`config.mk`:
```
export PLATFORM = sky130hd
export DESIGN_NAME = pch_config_regs
export DESIGN_NICKNAME = d
export VERILOG_FILES = /design/src/pch_pkg.sv /design/src/pch_latency_timer.sv /design/src/pch_config_regs.sv
export VERILOG_INCLUDE_DIRS = /design/src /design/src/src
export SDC_FILE = /design/constraint.sdc
export NUM_CORES = 1
export LEC_CHECK = 0
export BUFFER_PORTS_ARGS = -buffer_cell sky130_fd_sc_hd__clkbuf_2
export CAP_MARGIN = 40
export CORE_UTILIZATION = 54
export CTS_BUF_LIST = sky130_fd_sc_hd__clkbuf_16
export CTS_CLUSTER_SIZE = 8
export DETAILED_ROUTE_END_ITERATION = 16
export GPL_TIMING_DRIVEN = 1
export HOLD_SLACK_MARGIN = 0.05
export PLACE_DENSITY = 0.86
export SLEW_MARGIN = 15
export SYNTH_ARGS = -nofsm -noshare
export SYNTH_HDL_FRONTEND = slang
export SYNTH_SLANG_ARGS = --single-unit
```
`constraint.sdc`:
```
create_clock -name clk -period 2.25 [get_ports clk]
set_input_delay 0.1125 -clock clk [delete_from_list [all_inputs] [get_ports clk]]
set_output_delay 0.1125 -clock clk [all_outputs]
set_load 0.05 [all_outputs]
```
`src/pch_defines.svh`:
```
/*
  Offsets, field positions and reset values for the PCI
  configuration header slice. Assumes byte offsets within a 256-byte
  configuration space, accessed as aligned double words.
*/
`ifndef PCH_DEFINES_SVH
`define PCH_DEFINES_SVH

// Byte offsets; the low two bits give the byte lane
`define PCH_OFF_LAT        8'h0D
`define PCH_OFF_IO         8'h10
`define PCH_OFF_MEM        8'h34
`define PCH_OFF_IRQ_LINE   8'h3C
`define PCH_OFF_IRQ_PIN    8'h3D
`define PCH_OFF_MAX_BUS_LATENCY     8'h3F

// Writable bits of the base registers and the latency field
`define PCH_IO_WMASK       32'hFFFFFF01
`define PCH_MEM_WMASK      32'hFFFFFE01
`define PCH_LAT_LSB        3

// Reset and constant values
`define PCH_IRQ_LINE_RST   8'h00
`define PCH_IRQ_PIN_VAL    8'h01
`define PCH_MAX_BUS_LATENCY_RST     8'h05

// Fields of the setup word from the EEPROM loader
`define PCH_EE_MAX_BUS_LATENCY_MSB  15
`define PCH_EE_MAX_BUS_LATENCY_LSB  8
`define PCH_EE_LOW1M_BIT   0
`define PCH_EE_MEMDIS_BIT  1

`endif

```
`src/pch_pkg.sv`:
```
/*
  Types shared by the configuration header slice.
  Assumes the constants header is included where numbers are needed.
*/
package pch_pkg;
  typedef logic [31:0] pch_word_t;
  typedef logic [7:0]  pch_addr_t;
  typedef logic [15:0] pch_setup_t;
  typedef enum {PCH_LD_WAIT, PCH_LD_DONE} pch_ld_e;
endpackage

```
`src/pch_latency_timer.sv`:
```
/*
  Bus-master latency counter with grant synchroniser.
  Assumes frame_start and frame_end come from the master logic on clk,
  and that the grant pin arrives asynchronously.
*/
`timescale 1ns/1ps
`include "pch_defines.svh"

module pch_latency_timer (
  input  wire logic       clk,
  input  wire logic       nrst,
  input  wire logic [4:0] lat_field,
  input  wire logic       frame_start,
  input  wire logic       frame_end,
  input  wire logic       pci_gnt_n,
  output logic            hold_expired,
  output logic            master_release
);
  import pch_pkg::*;

  logic [7:0] count_r;
  logic [7:0] count_nxt;
  logic       busy_r;
  logic       gnt_s1_r;
  logic       gnt_s2_r;
  logic       gnt_s3_r;
  logic       gnt_off_r;
  wire  [7:0] load_val = {lat_field, {`PCH_LAT_LSB{1'b0}}};
  wire        gnt_agree = (gnt_s2_r == gnt_s3_r);

  assign count_nxt = frame_start ? load_val :
                     (busy_r && count_r != 8'h00) ? count_r - 8'h01 : count_r;

  always_ff @(posedge clk or negedge nrst) begin
    if (!nrst) begin
      count_r <= 8'h00;
      busy_r  <= 1'b0;
    end else begin
      count_r <= count_nxt;
      busy_r  <= frame_start | (busy_r & ~frame_end);
    end
  end

  // Grant filtered: counts once two late stages agree
  always_ff @(posedge clk or negedge nrst) begin
    if (!nrst) begin
      gnt_s1_r  <= 1'b1;
      gnt_s2_r  <= 1'b1;
      gnt_s3_r  <= 1'b1;
      gnt_off_r <= 1'b1;
    end else begin
      gnt_s1_r  <= pci_gnt_n;
      gnt_s2_r  <= gnt_s1_r;
      gnt_s3_r  <= gnt_s2_r;
      gnt_off_r <= gnt_agree ? gnt_s3_r : gnt_off_r;
    end
  end

  assign hold_expired   = busy_r && (count_r == 8'h00);
  assign master_release = hold_expired && gnt_off_r;
endmodule

```
`src/pch_config_regs.sv`:
```
/*
  Configuration header slice: interrupt line and pin, I/O and memory
  base registers, latency timer and maximum latency, with the bus-master
  latency counter. Assumes a configuration access port on clk, an EEPROM
  loader that presents its setup word once after reset, and master logic
  that pulses frame_start when it asserts FRAME#.
*/
`timescale 1ns/1ps
`include "pch_defines.svh"

//Contract
//- interrupt line byte stores and returns writes
//- interrupt pin reads constant 0x01
//- I/O base bits 31-8 writable, 7-1 zero
//- I/O bit 0 is writable valid indicator
//- latency bits 7-3 writable, 2-0 zero
//- counter loads from timer on FRAME#
//- after expiry release once grant deasserted
//- max latency read-only, EEPROM loaded, reset 0x05
//- memory base bits 31-9 writable, 8-3 zero
//- memory bit 0 is writable valid indicator
//- map type bit2 zero, bit1 from EEPROM
//- map type never reads an undefined code
//- EEPROM setup may disable memory base
module pch_config_regs (
  input  wire logic               clk,
  input  wire logic               nrst,
  input  wire logic               cfg_rd,
  input  wire logic               cfg_wr,
  input  wire pch_pkg::pch_addr_t cfg_addr,
  input  wire logic [3:0]         cfg_be,
  input  wire pch_pkg::pch_word_t cfg_wdata,
  output pch_pkg::pch_word_t      cfg_rdata,
  output logic                    cfg_ack,
  output logic                    cfg_ready,
  input  wire logic               eeprom_setup_valid,
  input  wire pch_pkg::pch_setup_t eeprom_setup_word,
  input  wire logic               frame_start,
  input  wire logic               frame_end,
  input  wire logic               pci_gnt_n,
  output logic                    hold_expired,
  output logic                    master_release,
  output logic                    io_window_valid,
  output logic                    memory_window_valid
);
  import pch_pkg::*;

  pch_ld_e    ld_r;
  pch_ld_e    ld_nxt;
  logic [7:0] irq_line_number_r;
  logic [4:0] master_hold_timer_r;
  pch_word_t  io_window_base_r;
  pch_word_t  memory_window_base_r;
  logic [7:0] max_bus_latency_r;
  logic       below_one_mb_option_r;
  logic       mem_disable_r;
  pch_word_t  rdata_r;
  logic       ack_r;
  wire pch_word_t be_mask;

  // Byte enables widened to a bit mask
  genvar gi;
  generate
    for (gi = 0; gi < 4; gi = gi + 1) begin : g_lane
      assign be_mask[gi*8 +: 8] = {8{cfg_be[gi]}};
    end
  endgenerate

  wire ld_done = (ld_r == PCH_LD_DONE);
  wire rd_tk   = cfg_rd && ld_done;
  wire wr_tk   = cfg_wr && ld_done;

  wire [5:0] dw      = cfg_addr[7:2];
  // Offsets held at full width so only their dword part is compared
  wire [7:0] off_lat = `PCH_OFF_LAT;
  wire [7:0] off_io  = `PCH_OFF_IO;
  wire [7:0] off_mem = `PCH_OFF_MEM;
  wire [7:0] off_irq = `PCH_OFF_IRQ_LINE;
  wire       sel_lat = (dw == off_lat[7:2]);
  wire       sel_io  = (dw == off_io[7:2]);
  wire       sel_mem = (dw == off_mem[7:2]);
  wire       sel_irq = (dw == off_irq[7:2]);

  wire wr_lat  = wr_tk && sel_lat && cfg_be[1];
  wire wr_io   = wr_tk && sel_io;
  wire wr_irq  = wr_tk && sel_irq && cfg_be[0];
  wire wr_mem  = wr_tk && sel_mem && !mem_disable_r;

  wire [31:0] io_m  = be_mask & `PCH_IO_WMASK;
  wire [31:0] mem_m = be_mask & `PCH_MEM_WMASK;

  // only base and indicator bits kept
  wire [31:0] io_nxt  = (io_window_base_r & ~io_m) | (cfg_wdata & io_m);
  // only base and indicator bits kept
  wire [31:0] mem_nxt = (memory_window_base_r & ~mem_m) | (cfg_wdata & mem_m);

  wire [1:0] memory_placement_type = {1'b0, below_one_mb_option_r};

  wire [31:0] mem_word = mem_disable_r ? 32'h00000000 :
                         {memory_window_base_r[31:9], 6'h00,
                          memory_placement_type, memory_window_base_r[0]};

  // count occupies bits 7-3 of its byte
  wire [31:0] lat_word = {16'h0000, master_hold_timer_r,
                          {`PCH_LAT_LSB{1'b0}}, 8'h00};

  // pin fixed, MinGnt byte not held here
  wire [31:0] irq_word = {max_bus_latency_r, 8'h00, `PCH_IRQ_PIN_VAL,
                          irq_line_number_r};

  wire [31:0] rd_word = sel_lat ? lat_word :
                        sel_io  ? io_window_base_r :
                        sel_mem ? mem_word :
                        sel_irq ? irq_word : 32'h00000000;

  // Loader: one capture, later words ignored
  always_comb begin
    ld_nxt = ld_r;
    case (ld_r)
      PCH_LD_WAIT: if (eeprom_setup_valid) begin
        ld_nxt = PCH_LD_DONE;
      end
      PCH_LD_DONE: ld_nxt = PCH_LD_DONE;
      default:     ld_nxt = PCH_LD_WAIT;
    endcase
  end

  wire ld_take = (ld_r == PCH_LD_WAIT) && eeprom_setup_valid;

  always_ff @(posedge clk or negedge nrst) begin
    if (!nrst) begin
      ld_r                  <= PCH_LD_WAIT;
      max_bus_latency_r     <= `PCH_MAX_BUS_LATENCY_RST;
      below_one_mb_option_r <= 1'b0;
      mem_disable_r         <= 1'b0;
    end else begin
      ld_r <= ld_nxt;
      if (ld_take) begin
        max_bus_latency_r     <= eeprom_setup_word[`PCH_EE_MAX_BUS_LATENCY_MSB:`PCH_EE_MAX_BUS_LATENCY_LSB];
        below_one_mb_option_r <= eeprom_setup_word[`PCH_EE_LOW1M_BIT];
        mem_disable_r         <= eeprom_setup_word[`PCH_EE_MEMDIS_BIT];
      end
    end
  end

  always_ff @(posedge clk or negedge nrst) begin
    if (!nrst) begin
      irq_line_number_r   <= `PCH_IRQ_LINE_RST;
      master_hold_timer_r <= 5'h00;
    end else begin
      if (wr_irq) irq_line_number_r <= cfg_wdata[7:0];
      if (wr_lat) master_hold_timer_r <= cfg_wdata[15:11];
    end
  end

  always_ff @(posedge clk or negedge nrst) begin
    if (!nrst) begin
      io_window_base_r     <= 32'h00000000;
      memory_window_base_r <= 32'h00000000;
    end else begin
      if (wr_io)  io_window_base_r     <= io_nxt;
      if (wr_mem) memory_window_base_r <= mem_nxt;
    end
  end

  always_ff @(posedge clk or negedge nrst) begin
    if (!nrst) begin
      rdata_r <= 32'h00000000;
      ack_r   <= 1'b0;
    end else begin
      ack_r <= rd_tk | wr_tk;
      if (rd_tk) rdata_r <= rd_word;
    end
  end

  assign cfg_rdata           = rdata_r;
  assign cfg_ack             = ack_r;
  assign cfg_ready           = ld_done;
  assign io_window_valid     = io_window_base_r[0];
  assign memory_window_valid = memory_window_base_r[0] && !mem_disable_r;

  // Grant and counter sit apart for reuse by the master
  pch_latency_timer u_timer (
    .clk            (clk),
    .nrst           (nrst),
    .lat_field      (master_hold_timer_r),
    .frame_start    (frame_start),
    .frame_end      (frame_end),
    .pci_gnt_n      (pci_gnt_n),
    .hold_expired   (hold_expired),
    .master_release (master_release)
  );
endmodule

```
After elaboration in Yosys (flattened, before gate mapping). Index checks and enable logic that the tools add are counted.

Bitwise gates (word level): 12. Eq/ne operators: 8. Add/sub/neg operators: 1. Multiplexer cells: 9. Reductions and logical operators: 20.

Operator list (count): $mux 32 (6); $and 32x32->32 (4); $logic_not 32->1 (2); $not 32->32 (2); $or 32x32->32 (2); $pmux 32 s2 (1); $eq 32x1->1 const B (1); $eq 32x2->1 const B (1); $mux 8 (2); $logic_and 1x1->1 (14); $eq 6x4->1 const B (2); $logic_not 8->1 (1); $reduce_bool 8->1 (1); $sub 8x1->8 const B (1); $eq 6x2->1 const B (1); $eq 6x3->1 const B (1); $ne 2x2->1 const B (1); $or 1x1->1 (2); $reduce_bool 2->1 (1); $and 1x1->1 (1); $eq 1x1->1 (1); $logic_not 1->1 (1); $not 1->1 (1).

Flip-flop bits (word level): 165. Logic and storage cells: 66. Input port bits: 68.

Depth between registers and ports, before layout. Gate-level depths: netlist of the first run.

Word-level depth: 5. Mapped depth: 7.

Hierarchy. A second synthesis of the first run with hierarchy kept.

Cells, all modules: 415. Area, all modules: 5132.4 µm².

By module, submodules not included: pch_config_regs (area each 4435.5 µm², instances 1, cells each 345); pch_latency_timer (area each 696.9 µm², instances 1, cells each 70).

Worst setup path before layout of the first run. OpenSTA, ideal clock, no wires.

Kind: reg2out. Start point: register u_timer.count_r[0]. End point: output port master_release. Required time: 2.138 ns. Setup slack: 0.179 ns. Cell stages (with the launch flop): 6. Arrival time: 1.958 ns. Cell sequence: dfrtp_1 > inv_1 > ha_1 > nor4b_2 > and3_1 > and2_1.

Cells in the longest elaborated chain, start to end: 3.

Ends and longest elaborated chain: start: declaration (line pch_latency_timer.sv:21) `logic [7:0] count_r;`; start signal: assignment (line pch_latency_timer.sv:39) `count_r <= count_nxt;`; $logic_not 8->1 (line pch_latency_timer.sv:59) `assign hold_expired = busy_r && (count_r == 8'h00);`; $logic_and 1x1->1 (line pch_latency_timer.sv:59); net hold_expired (line pch_config_regs.sv:41) `output logic hold_expired,`; $logic_and 1x1->1 (line pch_latency_timer.sv:60) `assign master_release = hold_expired && gnt_off_r;`; end: declaration (line pch_config_regs.sv:42) `output logic master_release,`.

The timed path passes the listed nets, and every way through them passes these cells.

Worst setup path after layout of the first run.
Start point: register u_timer.count_r[0]. End point: output port master_release.

Cells in the longest elaborated chain, start to end: 3.

Ends and longest elaborated chain (line): $logic_not 8->1 (pch_latency_timer.sv:59); $logic_and 1x1->1 (pch_latency_timer.sv:59); $logic_and 1x1->1 (pch_latency_timer.sv:60).

Every way passes these cells.

==> flow_summary.html, run 1 <==
<table>
<tr><th>Metric</th><th>Value</th></tr>
<tr><th colspan="2">Synthesis</th></tr>
<tr><td>Synthesized cell area</td><td>between 0.005 and 0.006 mm^2</td></tr>
<tr><td>Leading register cell type out of synthesis</td><td>sky130_fd_sc_hd__dfrtp_1</td></tr>
<tr><td>Mapped Avg Cell Area</td><td>13.4 um^2</td></tr>
<tr><td>Async SR Flop Fraction</td><td>100%</td></tr>
<tr><td>Portion of the post-synthesis area used by sequential elements</td><td>58.7%</td></tr>
<tr><td>Post-Syn Instances</td><td>around 380</td></tr>
<tr><td>Mapped Nets</td><td>~450</td></tr>
<tr><td>Number of synthesized register bits</td><td>approximately 120</td></tr>
<tr><td>Number of distinct library cells after synthesis</td><td>52</td></tr>
<tr><td>Number of flops mapped to enable cells by yosys</td><td>0</td></tr>
<tr><td>Yosys warning total</td><td>0</td></tr>
<tr><th colspan="2">CTS</th></tr>
<tr><td>Clock-pin slew reported for the worst setup and hold paths after clock tree synthesis</td><td>about 0.06 ns</td></tr>
<tr><td>Number of buffers inserted during clock tree synthesis</td><td>17</td></tr>
<tr><td>Worst skew pair latency</td><td>just over 0.4 ns</td></tr>
<tr><td>Number of setup buffers added after CTS</td><td>0</td></tr>
<tr><td>Clock tree root buffer cell</td><td>sky130_fd_sc_hd__clkbuf_16</td></tr>
<tr><td>Clock tree from TritonCTS</td><td>built</td></tr>
<tr><td>Number of sinks driven by the clock tree</td><td>between 100 and 150</td></tr>
<tr><td>CTS max path bufs</td><td>2</td></tr>
<tr><td>H-Tree Level Count</td><td>4</td></tr>
<tr><th colspan="2">Global route</th></tr>
<tr><td>Total global routing track utilization</td><td>around 28%</td></tr>
<tr><td>Wire length of the first global-routing pass</td><td>20,300 um</td></tr>
<tr><td>Number of global-route vias before repair</td><td>between 4,000 and 5,000</td></tr>
<tr><td>Remaining global-route overflow</td><td>0</td></tr>
<tr><td>Antenna violations before repair</td><td>0</td></tr>
<tr><td>Pin count of the biggest net entering global routing</td><td>between 50 and 60</td></tr>
<tr><th colspan="2">Timing</th></tr>
<tr><td>Setup repair after global routing missed its margin</td><td>no</td></tr>
<tr><td>Post-Route Skew</td><td>between 0.01 and 0.015 ns</td></tr>
<tr><td>Worst slew margin relative to its limit</td><td>53.2%</td></tr>
<tr><td>Tcrit/Tclk final</td><td>a little over nine tenths</td></tr>
<tr><td>Min Clock Period, post-route</td><td>between 2 and 2.5 ns</td></tr>
<tr><td>Number of pins exceeding their max-slew limit in the final report</td><td>0</td></tr>
<tr><td>Worst Setup Slack, final</td><td>between 0.1 and 0.15 ns</td></tr>
<tr><td>Final hold violation count</td><td>0</td></tr>
<tr><td>Achievable Freq</td><td>about 470 MHz</td></tr>
<tr><td>Transition time at the pin with the least slew margin</td><td>about 0.7 ns</td></tr>
<tr><td>Aggregate negative setup slack</td><td>0 ns</td></tr>
<tr><td>Final setup fails</td><td>0</td></tr>
<tr><th colspan="2">Routing</th></tr>
<tr><td>Total via count after detailed routing</td><td>3,783</td></tr>
<tr><td>Antenna Violating Nets Remaining</td><td>0</td></tr>
<tr><td>Detailed Routing Iterations Pass 1</td><td>5</td></tr>
<tr><td>WL/cell</td><td>18.6 um</td></tr>
<tr><td>Starting DRC count in detailed routing</td><td>around 170</td></tr>
<tr><td>Final WL</td><td>12,300 um</td></tr>
<tr><td>DRC Markers</td><td>0</td></tr>
<tr><td>Average via count per standard cell</td><td>between 5 and 6</td></tr>
<tr><th colspan="2">Power</th></tr>
<tr><td>Worst VDD drop</td><td>roughly 420 uV</td></tr>
<tr><td>Post-layout power</td><td>around 5.8 mW</td></tr>
<tr><td>Power density normalized to cell area</td><td>around 860 mW/mm^2</td></tr>
<tr><td>Leakage dissipation</td><td>3.33 nW</td></tr>
<tr><th colspan="2">Floorplanning</th></tr>
<tr><td>Initial Utilization</td><td>roughly 55%</td></tr>
<tr><td>Horizontal die dimension</td><td>between 90 and 100 um</td></tr>
<tr><td>Die outline area</td><td>roughly 0.0098 mm^2</td></tr>
<tr><td>Area of the core</td><td>a little over 0.009 mm^2</td></tr>
<tr><td>Count of boundary I/O pins</td><td>between 100 and 150</td></tr>
<tr><td>Std cell rows</td><td>35</td></tr>
<tr><td>Vertical die dimension</td><td>between 90 and 100 um</td></tr>
<tr><th colspan="2">Setup path</th></tr>
<tr><td>Capturing element type of the critical path</td><td>primary output</td></tr>
<tr><td>Launching element type of the critical path</td><td>flop</td></tr>
<tr><td>Biggest fanout along the worst timing path</td><td>6</td></tr>
<tr><td>Crit path kind</td><td>reg2out</td></tr>
<tr><td>Endpoint arrival time on the critical path</td><td>roughly 2.0 ns</td></tr>
<tr><td>Worst EP required</td><td>2.14 ns</td></tr>
<tr><th colspan="2">Layout</th></tr>
<tr><td>Most frequent cells in the layout</td><td>sky130_fd_sc_hd__dfrtp_1 (113), sky130_fd_sc_hd__clkbuf_2 (96), sky130_fd_sc_hd__mux2_2 (71)</td></tr>
<tr><td>Area growth from synthesis to layout</td><td>32.9%</td></tr>
<tr><td>Number of nets in the layout</td><td>between 600 and 700</td></tr>
<tr><td>Share of final-layout standard cells stronger than drive strength 1</td><td>~41%</td></tr>
<tr><td>Number of diodes</td><td>0</td></tr>
<tr><td>Utilization of the core after routing</td><td>73.5%</td></tr>
<tr><td>Most common cell after layout, fill and taps aside</td><td>sky130_fd_sc_hd__dfrtp_1</td></tr>
<tr><td>Final instance area</td><td>0.00676 mm^2</td></tr>
<tr><th colspan="2">Placed design</th></tr>
<tr><td>Worst slack, placed</td><td>0.335 ns</td></tr>
<tr><td>Cell Area, Placed</td><td>0.00570 mm^2</td></tr>
<tr><td>RD Place Congestion</td><td>about 0.81</td></tr>
<tr><td>IO Port Bufs</td><td>slightly below 100</td></tr>
<tr><td>Half-perimeter wire length after detailed placement</td><td>about 7800 um</td></tr>
<tr><th colspan="2">Worst hold path</th></tr>
<tr><td>Type of the tightest min-delay check</td><td>in2reg</td></tr>
<tr><th colspan="2">Status</th></tr>
<tr><td>Result of the run</td><td>finished clean</td></tr>
<tr><th colspan="2">Flow run</th></tr>
<tr><td>Count of max-cap constraint violations</td><td>0</td></tr>
</table>
-- through the flow --
step                      cells  hold WS [ns]
final                       659        0.0650
after global routing        659        0.0752
after CTS                   659        0.0564
after detailed placement    580         0.201
after global placement      580         0.194
after floorplan             379        -0.183
-- timing repair --
action                                  4_1_cts  5_1_grt
resized for setup                             1        0
endpoints found under the setup margin        1        0
hold buffers                                 47        0
endpoints found under the hold margin       125        0
-- power breakdown --
part	total (mW)	switching, mW	internal, mW
Combinational	0.775	0.404	0.371
Clock	2.63	0.998	1.63
Sequential	2.45	0.135	2.31
Total	5.85	1.54	4.31
-- final cells by class --
type                       instances  area, um^2
sequential                       119        2990
fill                             603        2430
multi-input combinational        240        2010
timing repair buffer             153        1040
clock buffer                      17         425
clock inverter                    15         154
tap                              111         139
inverter                           4        15.0
-- cells in the mapped netlist, drive strengths merged (2+ instances only) --
library cell	instances	share of area, %
a211oi	2	0.29
a21oi	7	0.69
a221o	12	2.4
a221oi	5	0.86
a22o	10	1.7
a22oi	4	0.59
a2bb2oi	3	0.52
a31oi	2	0.25
and2	16	2.0
and3	4	0.49
and4	2	0.34
buf	10	1.4
clkbuf	6	0.44
dfrtp	113	56
dfstp	6	3.1
inv	4	0.29
mux2	73	16
nand2	29	2.2
nand3	5	0.59
nand4	2	0.84
nor2	12	1.3
nor2b	4	0.49
nor3	5	0.59
nor3b	5	0.74
nor4b	3	0.93
o21ai	12	1.2
o31ai	5	0.74
or2	2	0.25
or3	2	0.25
-- kinds of logic (layout without fill, tap and decap cells) --
group / Yosys count / after routing / synth area share [%]
AOI/OAI and AO/OA: 66 / 66 / 9.81
xor gates and xnor gates: 2 / 2 / 0.344
and+or+nand+nor: 96 / 96 / 12.1
DFF: 119 / 119 / 58.7
adders and majority gates: 2 / 2 / 0.443
buffers and inverters: 20 / 189 / 2.09
muxes: 74 / 74 / 16.5
-- final timing paths --
kind	from	endpoint	slack, ns	cells past startpoint
max in group asynchronous	nrst	max_bus_latency_r[0]	1.20	3
min in group asynchronous	nrst	asynchronous set/reset pin	0.28	2
hold reg to reg	u_timer.gnt_s1_r	u_timer.gnt_s2_r	0.35	0
setup reg to reg	ld_r[0]	cfg_rdata[30]	0.26	4
hold / removal	cfg_wr	cfg_ack	0.06	2
setup / recovery	u_timer.count_r[0]	master_release	0.12	6
-- routing by layer --
layer  GRT usage, %  part of all wire [%]
met4           12.8                   2.9
met1           34.2                    41
met3           8.30                   6.4
met2           44.8                    50
met5              0                     0
-- worst max-delay path: stages, from the launching register on --
cell	delay, ns
sky130_fd_sc_hd__dfrtp_1	0.40
sky130_fd_sc_hd__inv_1	0.07
sky130_fd_sc_hd__ha_1	0.17
sky130_fd_sc_hd__nor4b_4	0.33
sky130_fd_sc_hd__and3_1	0.25
sky130_fd_sc_hd__and2_1	0.13
sky130_fd_sc_hd__clkbuf_2	0.26
Power figures use the tool's default switching activity.
==> run 2, diff against run 1 <==
--- a/config.mk
+++ b/config.mk
@@ -8,13 +8,13 @@
 export LEC_CHECK = 0
 export BUFFER_PORTS_ARGS = -buffer_cell sky130_fd_sc_hd__clkbuf_2
 export CAP_MARGIN = 40
-export CORE_UTILIZATION = 54
+export CORE_UTILIZATION = 43
 export CTS_BUF_LIST = sky130_fd_sc_hd__clkbuf_16
 export CTS_CLUSTER_SIZE = 8
 export DETAILED_ROUTE_END_ITERATION = 16
 export GPL_TIMING_DRIVEN = 1
 export HOLD_SLACK_MARGIN = 0.05
-export PLACE_DENSITY = 0.86
+export PLACE_DENSITY = 0.72
 export SLEW_MARGIN = 15
 export SYNTH_ARGS = -nofsm -noshare
 export SYNTH_HDL_FRONTEND = slang
==> flow_summary.html, run 2 (synthesized netlist as in run 1, its figures left out) <==
<table>
<tr><th>Metric</th><th>Value</th></tr>
<tr><th colspan="2">Status</th></tr>
<tr><td>Result of the run</td><td>finished clean (unchanged)</td></tr>
<tr><th colspan="2">Routing</th></tr>
<tr><td>DRC Markers</td><td>0 (unchanged)</td></tr>
<tr><td>Antenna Violating Nets Remaining</td><td>0 (unchanged)</td></tr>
<tr><td>WL/cell</td><td>17.4 um (was 18.6 um)</td></tr>
<tr><td>Total via count after detailed routing</td><td>3,656 (was 3,783)</td></tr>
<tr><td>Starting DRC count in detailed routing</td><td>172 (was 165)</td></tr>
<tr><td>Average via count per standard cell</td><td>5.28 (was 5.74)</td></tr>
<tr><td>Detailed Routing Iterations Pass 1</td><td>4 (was 5)</td></tr>
<tr><td>Final WL</td><td>12,100 um (was 12,300 um)</td></tr>
<tr><th colspan="2">Setup path</th></tr>
<tr><td>Capturing element type of the critical path</td><td>primary output (unchanged)</td></tr>
<tr><td>Critical path cell sequence</td><td>nor3_1 &gt; and3_1 &gt; and2_1 &gt; clkbuf_2 (was inv_1 &gt; ha_1 &gt; nor4b_4 &gt; and3_1 &gt; and2_1 &gt; clkbuf_2)</td></tr>
<tr><td>Depth of the worst register-to-register path</td><td>4 (unchanged)</td></tr>
<tr><td>Biggest fanout along the worst timing path</td><td>6 (unchanged)</td></tr>
<tr><td>Endpoint arrival time on the critical path</td><td>1.95 ns (was 2.02 ns)</td></tr>
<tr><td>Worst EP required</td><td>2.14 ns (about the same)</td></tr>
<tr><td>Maximum single-stage delay on the critical path</td><td>0.48 ns (was 0.40 ns)</td></tr>
<tr><td>Slowest library cell on the worst path</td><td>sky130_fd_sc_hd__nor3_1 (was sky130_fd_sc_hd__dfrtp_1)</td></tr>
<tr><td>Crit path kind</td><td>reg2out (unchanged)</td></tr>
<tr><td>Launching element type of the critical path</td><td>flop (unchanged)</td></tr>
<tr><th colspan="2">Timing</th></tr>
<tr><td>Tcrit/Tclk final</td><td>91.8% (was 94.8%)</td></tr>
<tr><td>Post-Route Skew</td><td>0.00717 ns (was 0.0112 ns)</td></tr>
<tr><td>Aggregate negative setup slack</td><td>0 ns (unchanged)</td></tr>
<tr><td>Setup repair after global routing missed its margin</td><td>no (unchanged)</td></tr>
<tr><td>Transition time at the pin with the least slew margin</td><td>0.662 ns (was 0.702 ns)</td></tr>
<tr><td>Final setup fails</td><td>0 (unchanged)</td></tr>
<tr><td>Worst slew margin relative to its limit</td><td>55.6% (was 53.2%)</td></tr>
<tr><td>Min Clock Period, post-route</td><td>2.07 ns (was 2.13 ns)</td></tr>
<tr><td>Achievable Freq</td><td>484 MHz (was 469 MHz)</td></tr>
<tr><td>Number of pins exceeding their max-slew limit in the final report</td><td>0 (unchanged)</td></tr>
<tr><td>Final hold violation count</td><td>0 (unchanged)</td></tr>
<tr><th colspan="2">Worst hold path</th></tr>
<tr><td>Type of the tightest min-delay check</td><td>in2reg (unchanged)</td></tr>
<tr><td>Min-Delay Path Depth</td><td>2 (unchanged)</td></tr>
<tr><th colspan="2">Layout</th></tr>
<tr><td>Area growth from synthesis to layout</td><td>33.2% (was 32.9%)</td></tr>
<tr><td>Share of final-layout standard cells stronger than drive strength 1</td><td>40.3% (was 41.4%)</td></tr>
<tr><td>Most frequent cells in the layout</td><td>sky130_fd_sc_hd__dfrtp_1 (113), sky130_fd_sc_hd__clkbuf_2 (96), sky130_fd_sc_hd__mux2_2 (71) (unchanged)</td></tr>
<tr><td>Utilization of the core after routing</td><td>59.1% (was 73.5%)</td></tr>
<tr><td>Number of diodes</td><td>0 (unchanged)</td></tr>
<tr><td>Most common cell after layout, fill and taps aside</td><td>sky130_fd_sc_hd__dfrtp_1 (unchanged)</td></tr>
<tr><td>Number of nets in the layout</td><td>606 (was 604)</td></tr>
<tr><th colspan="2">Floorplanning</th></tr>
<tr><td>Horizontal die dimension</td><td>111 um (was 99.1 um)</td></tr>
<tr><td>Count of boundary I/O pins</td><td>106 (unchanged)</td></tr>
<tr><td>Die outline area</td><td>0.0123 mm^2 (was 0.00982 mm^2)</td></tr>
<tr><td>Area of the core</td><td>0.0115 mm^2 (was 0.00920 mm^2)</td></tr>
<tr><td>Std cell rows</td><td>39 (was 35)</td></tr>
<tr><td>Initial Utilization</td><td>44.4% (was 55.3%)</td></tr>
<tr><td>Vertical die dimension</td><td>111 um (was 99.1 um)</td></tr>
<tr><th colspan="2">CTS</th></tr>
<tr><td>Clock tree root buffer cell</td><td>sky130_fd_sc_hd__clkbuf_16 (unchanged)</td></tr>
<tr><td>CTS max path bufs</td><td>2 (unchanged)</td></tr>
<tr><td>Number of sinks driven by the clock tree</td><td>119 (unchanged)</td></tr>
<tr><td>Clock tree from TritonCTS</td><td>built (unchanged)</td></tr>
<tr><td>Number of buffers inserted during clock tree synthesis</td><td>17 (unchanged)</td></tr>
<tr><td>Clock-pin slew reported for the worst setup and hold paths after clock tree synthesis</td><td>0.05 ns (was 0.06 ns)</td></tr>
<tr><td>H-Tree Level Count</td><td>4 (unchanged)</td></tr>
<tr><td>Worst skew pair latency</td><td>0.41 ns (about the same)</td></tr>
<tr><th colspan="2">Global route</th></tr>
<tr><td>Pin count of the biggest net entering global routing</td><td>57 (was 55)</td></tr>
<tr><td>Wire length of the first global-routing pass</td><td>20,300 um (about the same)</td></tr>
<tr><td>Antenna violations before repair</td><td>0 (unchanged)</td></tr>
<tr><td>Total global routing track utilization</td><td>21.4% (was 27.6%)</td></tr>
<tr><td>Number of global-route vias before repair</td><td>4,024 (was 4,064)</td></tr>
<tr><td>Remaining global-route overflow</td><td>0 (unchanged)</td></tr>
<tr><th colspan="2">Power</th></tr>
<tr><td>Worst VDD drop</td><td>880 uV (was 424 uV)</td></tr>
<tr><td>Leakage dissipation</td><td>3.35 nW (was 3.33 nW)</td></tr>
<tr><td>Power density normalized to cell area</td><td>839 mW/mm^2 (was 865 mW/mm^2)</td></tr>
<tr><th colspan="2">Placed design</th></tr>
<tr><td>Half-perimeter wire length after detailed placement</td><td>7950 um (was 7850 um)</td></tr>
<tr><td>IO Port Bufs</td><td>97 (unchanged)</td></tr>
<tr><td>RD Place Congestion</td><td>0.816 (was 0.806)</td></tr>
<tr><th colspan="2">Flow run</th></tr>
<tr><td>Count of max-cap constraint violations</td><td>0 (unchanged)</td></tr>
</table>
==> run 2: per-stage QoR <==
stage	cell area (um^2)	hold slack [ns]	total power, mW	cells	setup slack, ns
2_1_floorplan	5090	-0.183	2.91	379	0.179
4_1_cts	6760	0.0613	5.70	690	0.0845
3_3_place_gp	5750	0.0887	3.12	612	0.401
5_1_grt	6780	0.0988	5.94	692	0.0472
6_report	6780	0.0838	5.69	692	0.184
3_5_place_dp	5750	0.0945	3.16	612	0.379
==> run 2: routing by layer <==
layer,part of all wire (%),up-vias,GRT usage [%]
li1,-,1711,-
met1,43,1822,26.3
met2,50,100,35.1
met3,4.8,23,6.40
met4,2.8,0,9.16
met5,0,-,0
==> run 2: worst max-delay path, delay by kind of cell, from the launching register on <==
kind	cells	cell delay, ns
DFF	1	0.41
and+or+nand+nor	3	0.87
buffers and inverters	1	0.27
==> run 2: worst paths after layout <==
kind | start | end | slack, ns
min in group asynchronous | nrst | asynchronous set/reset pin | 0.21
min reg2reg | u_timer.gnt_s1_r | u_timer.gnt_s2_r | 0.36
min | frame_start | u_timer.count_r[0] | 0.08
max reg2reg | mem_disable_r | flop | 0.35
max in group asynchronous | nrst | cfg_rdata[9] | 1.28
max | u_timer.count_r[5] | master_release | 0.18
==> run 2: power by group <==
group / switching, mW / leakage [nW] / total (mW) / internal, mW
combinational: 0.403 / 1.48 / 0.797 / 0.395
clock: 0.868 / 0.281 / 2.44 / 1.57
sequential: 0.134 / 1.59 / 2.45 / 2.31
total: 1.40 / 3.35 / 5.69 / 4.28
==> run 2: timing repair <==
action | CTS | global route
hold buffers | 47 | 0
endpoints found under the setup margin | 1 | 1
endpoints found under the hold margin | 108 | 0
pin swaps | 0 | 0
resized for setup | 1 | 0
setup buffers | 0 | 2
==> run 2: area by class of cell <==
cell class | instances | area [um^2]
clock buffer | 17 | 425
clock inverter | 14 | 109
fill | 933 | 4690
inverter | 4 | 15.0
multi-input combinational | 240 | 2010
sequential | 119 | 2990
tap | 143 | 179
timing repair buffer | 155 | 1050
